==> src/rtl/exec_pkg.sv <==
// Shared constants and types for the instruction execution subset
package exec_pkg;
   localparam int DATA_W = 8;           // Operand width
   localparam int ADDR_W = 8;           // Data memory address width
   localparam int PC_W = 13;            // Program counter width
   localparam int STACK_DEPTH = 8;      // Return stack levels
   localparam logic [7:0] ACC_RESET = 8'h00;
   localparam logic [7:0] BYTE_ZERO = 8'h00;
   localparam logic [7:0] BYTE_ONE = 8'h01;
   localparam logic [12:0] PC_RESET = 13'h0000;
   localparam logic [12:0] PC_ONE = 13'h0001;
   localparam logic [12:0] INT_VECTOR = 13'h0004;
   localparam logic [3:0] BCD_MAX_DIGIT = 4'h9;
   localparam logic [3:0] BCD_FIX = 4'h6;
   localparam logic [3:0] NIBBLE_ZERO = 4'h0;
   localparam logic INT_EN_RESET = 1'b0;
   localparam logic CLK_EN_RESET = 1'b1;

   // Operations carried out by this block
   typedef enum logic [4:0] {
      OP_IDLE_INSTR = 5'b00000,
      OP_COMPL_TO_W = 5'b00001,
      OP_DECIMAL_ADJ = 5'b00010,
      OP_SUB1_MEM = 5'b00011,
      OP_SUB1_TO_W = 5'b00100,
      OP_ADD1_MEM = 5'b00101,
      OP_ADD1_TO_W = 5'b00110,
      OP_POWER_DOWN = 5'b00111,
      OP_BRANCH = 5'b01000,
      OP_COPY_M_TO_W = 5'b01001,
      OP_COPY_X_TO_W = 5'b01010,
      OP_COPY_W_TO_M = 5'b01011,
      OP_DISJ_M_TO_W = 5'b01100,
      OP_DISJ_X_TO_W = 5'b01101,
      OP_DISJ_INTO_M = 5'b01110,
      OP_SUB_EXIT = 5'b01111,
      OP_SUB_EXIT_X = 5'b10000,
      OP_INT_EXIT = 5'b10001,
      OP_ROTL_MEM = 5'b10010,
      OP_ROTL_TO_W = 5'b10011,
      OP_ROTLC_MEM = 5'b10100,
      OP_ROTLC_TO_W = 5'b10101,
      OP_ROTR_MEM = 5'b10110
   } op_e;

   // Sequencer states
   typedef enum logic [1:0] {
      ST_IDLE = 2'b00,
      ST_EXEC = 2'b01,
      ST_BRANCH = 2'b10,
      ST_SLEEP = 2'b11
   } state_e;

   // One decoded instruction
   typedef struct packed {
      op_e op;
      logic [7:0] addr;
      logic [7:0] imm;
      logic [12:0] target;
   } instr_s;

   // Status flags
   typedef struct packed {
      logic zero;
      logic carry;
      logic half_carry;
      logic power_down;
      logic wd_expiry;
   } flags_s;

   localparam flags_s FLAGS_RESET = '0;
endpackage

==> src/rtl/data_ram.sv <==
// Data memory with registered read port
`timescale 1ns/1ps
module data_ram #(
   parameter int AW = 8,
   parameter int DW = 8
) (
   input wire logic clk_in,
   input wire logic rst_in,
   input wire logic rd_en_in,
   input wire logic [AW-1:0] rd_addr_in,
   input wire logic wr_en_in,
   input wire logic [AW-1:0] wr_addr_in,
   input wire logic [DW-1:0] wr_data_in,
   output logic [DW-1:0] rd_data_out
);
   logic [DW-1:0] mem_q [2**AW]; // Storage, kept over power down
   logic [DW-1:0] rd_q;          // Read data register

   // Write port
   always_ff @(posedge clk_in) begin
      if (wr_en_in) begin
         mem_q[wr_addr_in] <= wr_data_in;
      end
   end

   // Registered read
   always_ff @(posedge clk_in or posedge rst_in) begin
      if (rst_in) begin
         rd_q <= '0;
      end else if (rd_en_in) begin
         rd_q <= mem_q[rd_addr_in];
      end
   end

   assign rd_data_out = rd_q;
endmodule

==> src/rtl/instr_exec.sv <==
// Execution unit for an 8-bit microcontroller instruction subset
`timescale 1ns/1ps
// What this block does
// - Complement memory into accumulator, zero flag only
// - Low nibble above 9 or half carry: add 6
// - High nibble above 9 or carry: add 6
// - Decimal adjust writes memory, only carry changes
// - Subtract one, to memory or accumulator, zero
// - Add one, to memory or accumulator, zero
// - Power down halts execution, stops clock
// - Power down clears watchdog, sets flag, clears expiry unless an expiry set comes in the same cycle
// - Branch loads target in two cycles, no flags
// - Copies between memory, immediate, accumulator, no flags
// - OR into accumulator or memory, zero only
// - Idle instruction changes nothing, proceeds onward
// - Subroutine exit pops counter, optionally loads immediate
// - Interrupt exit pops counter, sets master enable if no interrupt is pending
// - Pending interrupt served before resuming main program
// - Plain rotate left, bit 7 to 0
// - Rotate left through carry, carry only
// - Plain rotate right in memory, no flags
// - Accumulator forms leave source memory unchanged
// - Counter-changing instructions take two cycles
// - Stack entry is caller counter plus one; interrupt service pushes the popped address back unchanged
module instr_exec (
   input wire logic core_clk_in,
   input wire logic rst_in,
   input wire logic req_valid_in,
   output logic req_ready_out,
   input wire exec_pkg::instr_s req_in,
   input wire logic push_valid_in,
   input wire logic [12:0] push_pc_in,
   input wire logic irq_pending_in,
   input wire logic wake_in,
   input wire logic flag_load_in,
   input wire exec_pkg::flags_s flag_value_in,
   input wire logic wd_expiry_set_in,
   output logic [7:0] acc_out,
   output logic [12:0] pc_out,
   output exec_pkg::flags_s flags_out,
   output logic master_int_en_out,
   output logic sys_clk_en_out,
   output logic watchdog_clear_out,
   output logic int_service_out
);
   exec_pkg::state_e st_q, st_d;  // Sequencer state
   exec_pkg::instr_s cur_q;       // Instruction in flight
   exec_pkg::flags_s flg_q, flg_d; // Status flags
   logic [7:0] acc_q;             // Accumulator
   logic [12:0] pc_q, pc_d;       // Program counter
   logic int_en_q;                // Master interrupt enable
   logic clk_en_q;                // System clock enable
   logic wdog_clr_q;              // Watchdog clear pulse
   logic svc_q;                   // Interrupt service pulse
   logic wake_s1_q, wake_s2_q;    // Wake pin synchroniser
   // Execute stage result and steering
   logic [7:0] res;
   logic wr_mem, wr_acc, upd_z, upd_c, c_new;
   // Memory and stack data
   logic [7:0] m;                 // Addressed memory byte
   logic [12:0] stk_top;          // Popped return address
   // Handshake and state decode
   wire idle = st_q == exec_pkg::ST_IDLE;
   wire accept = req_valid_in & idle;
   wire is_exec = st_q == exec_pkg::ST_EXEC;
   wire is_br = st_q == exec_pkg::ST_BRANCH;
   wire exec_pkg::op_e xop = cur_q.op;
   wire exec_pkg::op_e aop = req_in.op;
   // Decode of the request being taken
   wire a_pop = (aop == exec_pkg::OP_SUB_EXIT) |
                (aop == exec_pkg::OP_SUB_EXIT_X) |
                (aop == exec_pkg::OP_INT_EXIT);
   wire a_br = a_pop | (aop == exec_pkg::OP_BRANCH);
   wire a_halt = aop == exec_pkg::OP_POWER_DOWN;
   wire a_idle = aop == exec_pkg::OP_IDLE_INSTR;
   wire take_halt = accept & a_halt;
   wire take_idle = accept & a_idle;
   // Decimal adjust correction, from accumulator and flags
   wire lo_fix = (acc_q[3:0] > exec_pkg::BCD_MAX_DIGIT) |
                 flg_q.half_carry;
   wire hi_fix = (acc_q[7:4] > exec_pkg::BCD_MAX_DIGIT) |
                 flg_q.carry;
   wire [3:0] corr_lo = lo_fix ? exec_pkg::BCD_FIX : exec_pkg::NIBBLE_ZERO;
   wire [3:0] corr_hi = hi_fix ? exec_pkg::BCD_FIX : exec_pkg::NIBBLE_ZERO;
   wire [8:0] adj_sum = {1'b0, acc_q} + {1'b0, corr_hi, corr_lo};
   wire adj_carry = hi_fix | adj_sum[8];
   // Return and interrupt service steering
   wire int_exit_br = is_br & (xop == exec_pkg::OP_INT_EXIT);
   wire svc_take = int_exit_br & irq_pending_in;
   wire [12:0] br_pc = (xop == exec_pkg::OP_BRANCH) ? cur_q.target
                                                    : stk_top;
   wire stk_push = svc_take | push_valid_in;
   wire [12:0] stk_data = svc_take ? stk_top
                                   : push_pc_in + exec_pkg::PC_ONE;
   wire mem_we = is_exec & wr_mem;
   data_ram #(.AW(exec_pkg::ADDR_W), .DW(exec_pkg::DATA_W)) u_ram (
      .clk_in(core_clk_in),
      .rst_in(rst_in),
      .rd_en_in(accept),
      .rd_addr_in(req_in.addr),
      .wr_en_in(mem_we),
      .wr_addr_in(cur_q.addr),
      .wr_data_in(res),
      .rd_data_out(m)
   );
   return_stack #(.DEPTH(exec_pkg::STACK_DEPTH), .W(exec_pkg::PC_W)) u_stack (
      .clk_in(core_clk_in),
      .rst_in(rst_in),
      .push_in(stk_push),
      .push_data_in(stk_data),
      .pop_in(accept & a_pop),
      .top_out(stk_top)
   );

   // Execute stage datapath, 8-bit wrapping arithmetic
   always_comb begin
      res = exec_pkg::BYTE_ZERO;
      wr_mem = 1'b0;
      wr_acc = 1'b0;
      upd_z = 1'b0;
      upd_c = 1'b0;
      c_new = flg_q.carry;
      case (xop)
         exec_pkg::OP_COMPL_TO_W: begin
            res = ~m;
            wr_acc = 1'b1;
            upd_z = 1'b1;
         end
         exec_pkg::OP_DECIMAL_ADJ: begin
            res = adj_sum[7:0];
            wr_mem = 1'b1;
            upd_c = 1'b1;
            c_new = adj_carry;
         end
         exec_pkg::OP_SUB1_MEM, exec_pkg::OP_SUB1_TO_W: begin
            res = m - exec_pkg::BYTE_ONE;
            wr_mem = xop == exec_pkg::OP_SUB1_MEM;
            wr_acc = xop == exec_pkg::OP_SUB1_TO_W;
            upd_z = 1'b1;
         end
         exec_pkg::OP_ADD1_MEM, exec_pkg::OP_ADD1_TO_W: begin
            res = m + exec_pkg::BYTE_ONE;
            wr_mem = xop == exec_pkg::OP_ADD1_MEM;
            wr_acc = xop == exec_pkg::OP_ADD1_TO_W;
            upd_z = 1'b1;
         end
         exec_pkg::OP_COPY_M_TO_W: begin
            res = m;
            wr_acc = 1'b1;
         end
         exec_pkg::OP_COPY_X_TO_W: begin
            res = cur_q.imm;
            wr_acc = 1'b1;
         end
         exec_pkg::OP_COPY_W_TO_M: begin
            res = acc_q;
            wr_mem = 1'b1;
         end
         exec_pkg::OP_DISJ_M_TO_W, exec_pkg::OP_DISJ_INTO_M: begin
            res = acc_q | m;
            wr_mem = xop == exec_pkg::OP_DISJ_INTO_M;
            wr_acc = xop == exec_pkg::OP_DISJ_M_TO_W;
            upd_z = 1'b1;
         end
         exec_pkg::OP_DISJ_X_TO_W: begin
            res = acc_q | cur_q.imm;
            wr_acc = 1'b1;
            upd_z = 1'b1;
         end
         exec_pkg::OP_ROTL_MEM, exec_pkg::OP_ROTL_TO_W: begin
            res = {m[6:0], m[7]};
            wr_mem = xop == exec_pkg::OP_ROTL_MEM;
            wr_acc = xop == exec_pkg::OP_ROTL_TO_W;
         end
         exec_pkg::OP_ROTLC_MEM, exec_pkg::OP_ROTLC_TO_W: begin
            res = {m[6:0], flg_q.carry};
            wr_mem = xop == exec_pkg::OP_ROTLC_MEM;
            wr_acc = xop == exec_pkg::OP_ROTLC_TO_W;
            upd_c = 1'b1;
            c_new = m[7];
         end
         exec_pkg::OP_ROTR_MEM: begin
            res = {m[0], m[7:1]};
            wr_mem = 1'b1;
         end
         default: res = exec_pkg::BYTE_ZERO;
      endcase
   end

   // Next state
   always_comb begin
      st_d = st_q;
      case (st_q)
         exec_pkg::ST_IDLE: begin
            if (take_halt) begin
               st_d = exec_pkg::ST_SLEEP;
            end else if (accept & a_br) begin
               st_d = exec_pkg::ST_BRANCH;
            end else if (accept & !a_idle) begin
               st_d = exec_pkg::ST_EXEC;
            end
         end
         exec_pkg::ST_EXEC: st_d = exec_pkg::ST_IDLE;
         exec_pkg::ST_BRANCH: st_d = exec_pkg::ST_IDLE;
         exec_pkg::ST_SLEEP: begin
            if (wake_s2_q) begin
               st_d = exec_pkg::ST_IDLE;
            end
         end
         default: st_d = exec_pkg::ST_IDLE;
      endcase
   end

   // Next flags: outside load, then execute updates, then watchdog
   always_comb begin
      flg_d = flg_q;
      if (flag_load_in) begin
         flg_d = flag_value_in;
      end
      if (is_exec & upd_z) begin
         flg_d.zero = res == exec_pkg::BYTE_ZERO;
      end
      if (is_exec & upd_c) begin
         flg_d.carry = c_new;
      end
      if (take_halt) begin
         flg_d.power_down = 1'b1;
         flg_d.wd_expiry = 1'b0;
      end
      if (wd_expiry_set_in) begin
         flg_d.wd_expiry = 1'b1;  // Set wins over clear
      end
   end

   // Next program counter
   always_comb begin
      pc_d = pc_q;
      if (svc_take) begin
         pc_d = exec_pkg::INT_VECTOR;
      end else if (is_br) begin
         pc_d = br_pc;
      end else if (is_exec | take_halt | take_idle) begin
         pc_d = pc_q + exec_pkg::PC_ONE;
      end
   end

   // Sequencer and instruction latch
   always_ff @(posedge core_clk_in or posedge rst_in) begin
      if (rst_in) begin
         st_q <= exec_pkg::ST_IDLE;
         cur_q <= '0;
      end else begin
         st_q <= st_d;
         if (accept) begin
            cur_q <= req_in;
         end
      end
   end

   // Accumulator
   always_ff @(posedge core_clk_in or posedge rst_in) begin
      if (rst_in) begin
         acc_q <= exec_pkg::ACC_RESET;
      end else if (is_exec & wr_acc) begin
         acc_q <= res;
      end else if (is_br & (xop == exec_pkg::OP_SUB_EXIT_X)) begin
         acc_q <= cur_q.imm;
      end
   end

   // Flags and program counter
   always_ff @(posedge core_clk_in or posedge rst_in) begin
      if (rst_in) begin
         flg_q <= exec_pkg::FLAGS_RESET;
         pc_q <= exec_pkg::PC_RESET;
      end else begin
         flg_q <= flg_d;
         pc_q <= pc_d;
      end
   end

   // Enables, pulses and wake pin synchroniser
   always_ff @(posedge core_clk_in or posedge rst_in) begin
      if (rst_in) begin
         clk_en_q <= exec_pkg::CLK_EN_RESET;
         int_en_q <= exec_pkg::INT_EN_RESET;
         wdog_clr_q <= 1'b0;
         svc_q <= 1'b0;
         wake_s1_q <= 1'b0;
         wake_s2_q <= 1'b0;
      end else begin
         clk_en_q <= st_d != exec_pkg::ST_SLEEP;
         wdog_clr_q <= take_halt;
         svc_q <= svc_take;
         wake_s1_q <= wake_in;     // First flop, read only by the second
         wake_s2_q <= wake_s1_q;
         if (int_exit_br) begin
            int_en_q <= !irq_pending_in; // Held off if serviced
         end
      end
   end

   assign req_ready_out = idle;
   assign acc_out = acc_q;
   assign pc_out = pc_q;
   assign flags_out = flg_q;
   assign master_int_en_out = int_en_q;
   assign sys_clk_en_out = clk_en_q;
   assign watchdog_clear_out = wdog_clr_q;
   assign int_service_out = svc_q;
endmodule

==> src/rtl/return_stack.sv <==
// Circular return address stack with registered top read
`timescale 1ns/1ps
module return_stack #(
   parameter int DEPTH = 8,
   parameter int W = 13
) (
   input wire logic clk_in,
   input wire logic rst_in,
   input wire logic push_in,
   input wire logic [W-1:0] push_data_in,
   input wire logic pop_in,
   output logic [W-1:0] top_out
);
   localparam int PTR_W = $clog2(DEPTH);
   logic [W-1:0] ent_q [DEPTH];  // Stack entries
   logic [PTR_W-1:0] sp_q;       // Next free slot
   logic [W-1:0] top_q;          // Popped value
   wire [PTR_W-1:0] sp_dn = sp_q - 1'b1; // Slot of the top entry

   // Entry writes
   always_ff @(posedge clk_in) begin
      if (push_in) begin
         ent_q[sp_q] <= push_data_in;
      end
   end

   // Pointer and popped value
   always_ff @(posedge clk_in or posedge rst_in) begin
      if (rst_in) begin
         sp_q <= '0;
         top_q <= '0;
      end else if (pop_in) begin
         top_q <= ent_q[sp_dn];
         sp_q <= sp_dn;
      end else if (push_in) begin
         sp_q <= sp_q + 1'b1;
      end
   end

   assign top_out = top_q;
endmodule
==> config.mk <==
export PLATFORM = sky130hd
export DESIGN_NAME = instr_exec
export DESIGN_NICKNAME = d
export VERILOG_FILES = /design/src/rtl/exec_pkg.sv /design/src/rtl/data_ram.sv /design/src/rtl/instr_exec.sv /design/src/rtl/return_stack.sv
export SDC_FILE = /design/constraint.sdc
export NUM_CORES = 2
export LEC_CHECK = 0
export ABC_AREA = 1
export BUFFER_PORTS_ARGS = -buffer_cell sky130_fd_sc_hd__buf_2
export CAP_MARGIN = 15
export CORE_MARGIN = 2
export CORE_UTILIZATION = 41
export CTS_BUF_LIST = sky130_fd_sc_hd__clkbuf_4 sky130_fd_sc_hd__clkbuf_8 sky130_fd_sc_hd__clkbuf_16
export CTS_CLUSTER_DIAMETER = 150
export DETAILED_ROUTE_END_ITERATION = 10
export PLACE_DENSITY = 0.6
export SYNTH_ARGS = -nofsm -noshare
export SYNTH_HDL_FRONTEND = slang
export SYNTH_SLANG_ARGS = --single-unit
==> constraint.sdc <==
create_clock -name core_clk_in -period 16.6 [get_ports core_clk_in]
set_input_delay 2.49 -clock core_clk_in [delete_from_list [all_inputs] [get_ports core_clk_in]]
set_output_delay 2.49 -clock core_clk_in [all_outputs]
set_load 0.05 [all_outputs]
==> summary.md <==
| Metric | Value |
|---|---|
| Hold_sp | `wake_s1_q` |
| Via density per instance | `5.78` |
| Clock Path Buffers | `3` |
| Final hold vios | `0` |
| Antenna violation net count after detailed routing | `0` |
| PortBufs | `90` |
| Syn Inst Count | `7533` |
| Status | `finished, final reports clean` |
| WHS | `352 ps` |
| CORE AREA | `222000 µm²` |
| DP Area | `94100 µm²` |
| Final Cycle Share | `0.415` |
| Commonest cells in the netlist | `edfxtp_1, nor2_1, o21ai_0` |
| Clk_lat worst skew | `870 ps` |
| Htree depth | `4` |
| Root buffer cell | `clkbuf_16` |
| GRT Residual Overflow | `0` |
| Clock skew | `34.6 ps` |
| Layout cells sized above 1 | `0.0789` |
| GR Util All Layers | `0.222` |
| Routability cong. | `0.871` |
| Async set-reset flop share out of synthesis | `0.0410` |
| Sequential fraction of the synthesis area | `0.734` |
| Worst EP required | `17380 ps` |
| Die width | `475 µm` |
| Max Freq | `145 MHz` |
| Final core occ | `0.457` |
| Met3 WL post-DR | `21900 µm` |
| Routed metal-1 wirelength | `108000 µm` |
| Cells after DPL | `10165` |
| Full die area | `226000 µm²` |
| Slew Viols, Final | `0` |
| Final non-filler cell total | `10568` |
| Critical path endpoint category | `flop` |
| Worst vdd ir | `0.302 mV` |
| Slew HR | `0.157` |
| Class of the worst hold path | `flop to flop` |
| Maximum capacitance violations | `0` |
| Clock transition at path regs | `60 ps` |
| Area Growth Syn to Fin | `11.0%` |
| Synth top area cells | `edfxtp_1, o21ai_0, nor2_1` |
| Final wirelength | `257000 µm` |
| Vias in the first global route | `57635` |
| WS Path Type | `primary input to flop` |
| Arrival @ worst endpoint | `7670 ps` |
| Detailed Route Iter0 Violations | `7654` |
| Final setup violation count | `0` |
| Dpl hpwl | `139000 µm` |
| Mapped Area | `91100 µm²` |
| Num CTS Buffers | `221` |
| Worst-path maximum fanout | `222` |
| Ys flop type | `edfxtp_1` |
| Pin count of the biggest net entering global routing | `223` |
| Fin area | `101000 µm²` |
| Hold Buf Count CTS | `0` |
| Cell variety after synth | `56` |
| Via count | `61080` |
| First-pass GRT wire length | `380000 µm` |
| YS warnings | `0` |
| Row count | `173` |
| Worst Setup SP | `req_in[21]` |
| Pleak | `33.4 nW` |
| Worst R2R Start | `xop[4]` |
| Post-CTS Setup Bufs | `0` |
| Mean Syn Cell Area | `12.1 µm²` |
| Least-Margin Pin Slew | `1260 ps` |
| Min cycle time layout | `6890 ps` |
| FF+latch count, synth | `2244` |
| Synth top area share | `0.709` |
| I/O pin total | `91` |
| DR pass1 iterations | `5` |
| DRC viols | `0` |
| Uppermost layer routed | `met5` |
| CTS resizes | `0` |
| Final net count | `7483` |
| Initial antenna violation count | `6` |
| RSZ-0062 raised after global routing | `no` |
| Die Y | `475 µm` |
| Number of diodes | `0` |
| CTS tree | `built` |
| Synth area leader | `edfxtp_1` |
| Routed wl met2 | `120000 µm` |
| Startpoint Class | `primary input` |
| Pwr dens | `164 nW/µm²` |
| Setup TNS | `0 ps` |
| Initial core utilization | `0.411` |
| Routed len/inst | `24.4 µm` |
| Net Count, Synth | `7603` |
| TritonCTS Sinks | `2244` |
| Most common cell in the netlist | `edfxtp_1` |
| Number of enable flip-flop cells after synthesis | `2152` |
==> per-layer routing <==
layer | up-vias | track usage
met3 | 454 | 0.0393
met5 | - | 0
li1 | 27211 | -
met2 | 2858 | 0.349
met1 | 30553 | 0.316
met4 | 4 | 0.0679
==> report_power, final <==
| group | total (mW) | internal [mW] | switching [mW] |
|---|---|---|---|
| registers | 8.16 | 8.01 | 0.149 |
| logic | 3.53 | 0.491 | 3.04 |
| clock network | 4.95 | 2.83 | 2.13 |
==> metrics by stage <==
stage                     total power [mW]  setup slack (ps)
after global placement                11.7              9030
after floorplan                       10.5             10460
final                                 16.6              9710
after CTS                             16.7              9880
after detailed placement              11.8              8950
after global routing                  17.2              9500
==> worst max-delay path: stages <==
cell     delay [ps]
buf_8           180
inv_8           430
buf_12          740
buf_12          680
buf_4           730
o21ai_0         160
o22ai_1         180
nand2_1          70
nand3_1         170
nand3_1         160
nand3_1         170
nand3_1         290
nand2_1         260
nand2_1         220
nand3_1         180
==> cells in the final DEF (no fill, tap or decap), types with 10 or more instances in the layout <==
| cell | count |
|---|---|
| a21oi_1 | 29 |
| buf_2 | 86 |
| buf_4 | 85 |
| bufinv_16 | 19 |
| clkbuf_16 | 225 |
| clkbuf_4 | 41 |
| clkinv_1 | 62 |
| clkinv_2 | 49 |
| dfrtp_1 | 91 |
| edfxtp_1 | 2152 |
| inv_1 | 110 |
| inv_2 | 10 |
| nand2_1 | 762 |
| nand2_2 | 22 |
| nand2_4 | 10 |
| nand3_1 | 547 |
| nor2_1 | 1433 |
| nor3_1 | 14 |
| o21ai_0 | 1140 |
| o21ai_1 | 24 |
| o22ai_1 | 556 |
| xor2_1 | 11 |
==> layout make-up <==
cell class / instances / area, µm²
well taps: 2975 / 3720
inverters: 130 / 538
flip-flops and latches: 2244 / 66900
multi-input cells: 4633 / 21600
clock inverters: 136 / 1140
clock buffers: 267 / 5950
repair buffers: 183 / 1290
fillers: 19902 / 120000
==> sequential cells by signal, indices dropped and copies added, names as in the netlist, 2 cells and up <==
register           count
cur_q                 29
xop                    5
pc_out                13
u_ram.rd_data_out      8
u_ram.mem_q         2048
st_q                   2
u_stack.top_out       13
acc_out                8
u_stack.ent_q        104
u_stack.sp_q           3
flags_out              5
==> logic make-up (layout without fill, tap and decap cells) <==
| group | Yosys count | in the layout | synth area share |
|---|---|---|---|
| AO/OA/AOI/OAI | 1792 | 1792 | 0.108 |
| XOR/XNOR | 16 | 16 | 0.00154 |
| adder cells (fa/ha/maj) | 10 | 10 | 0.00146 |
| multiplexers | 2 | 2 | 0.000220 |
| flip-flops | 2244 | 2244 | 0.734 |
| AND/OR/NAND/NOR | 2813 | 2813 | 0.125 |
| buffers and inverters | 656 | 716 | 0.0293 |
==> final timing paths <==
path	depth (start not counted)	to	slack, ps
max in group asynchronous	3	u_stack.top_out[3]	13680
hold / removal	0	wake_s2_q	350
setup reg to reg	16	u_ram.mem_q[16][2]	11920
hold reg to reg	0	wake_s2_q	350
setup / recovery	15	u_ram.rd_data_out[6]	9710
min in group asynchronous	2	cur_q[17]	1680
Note: power is estimated with default switching activity, not from simulation.
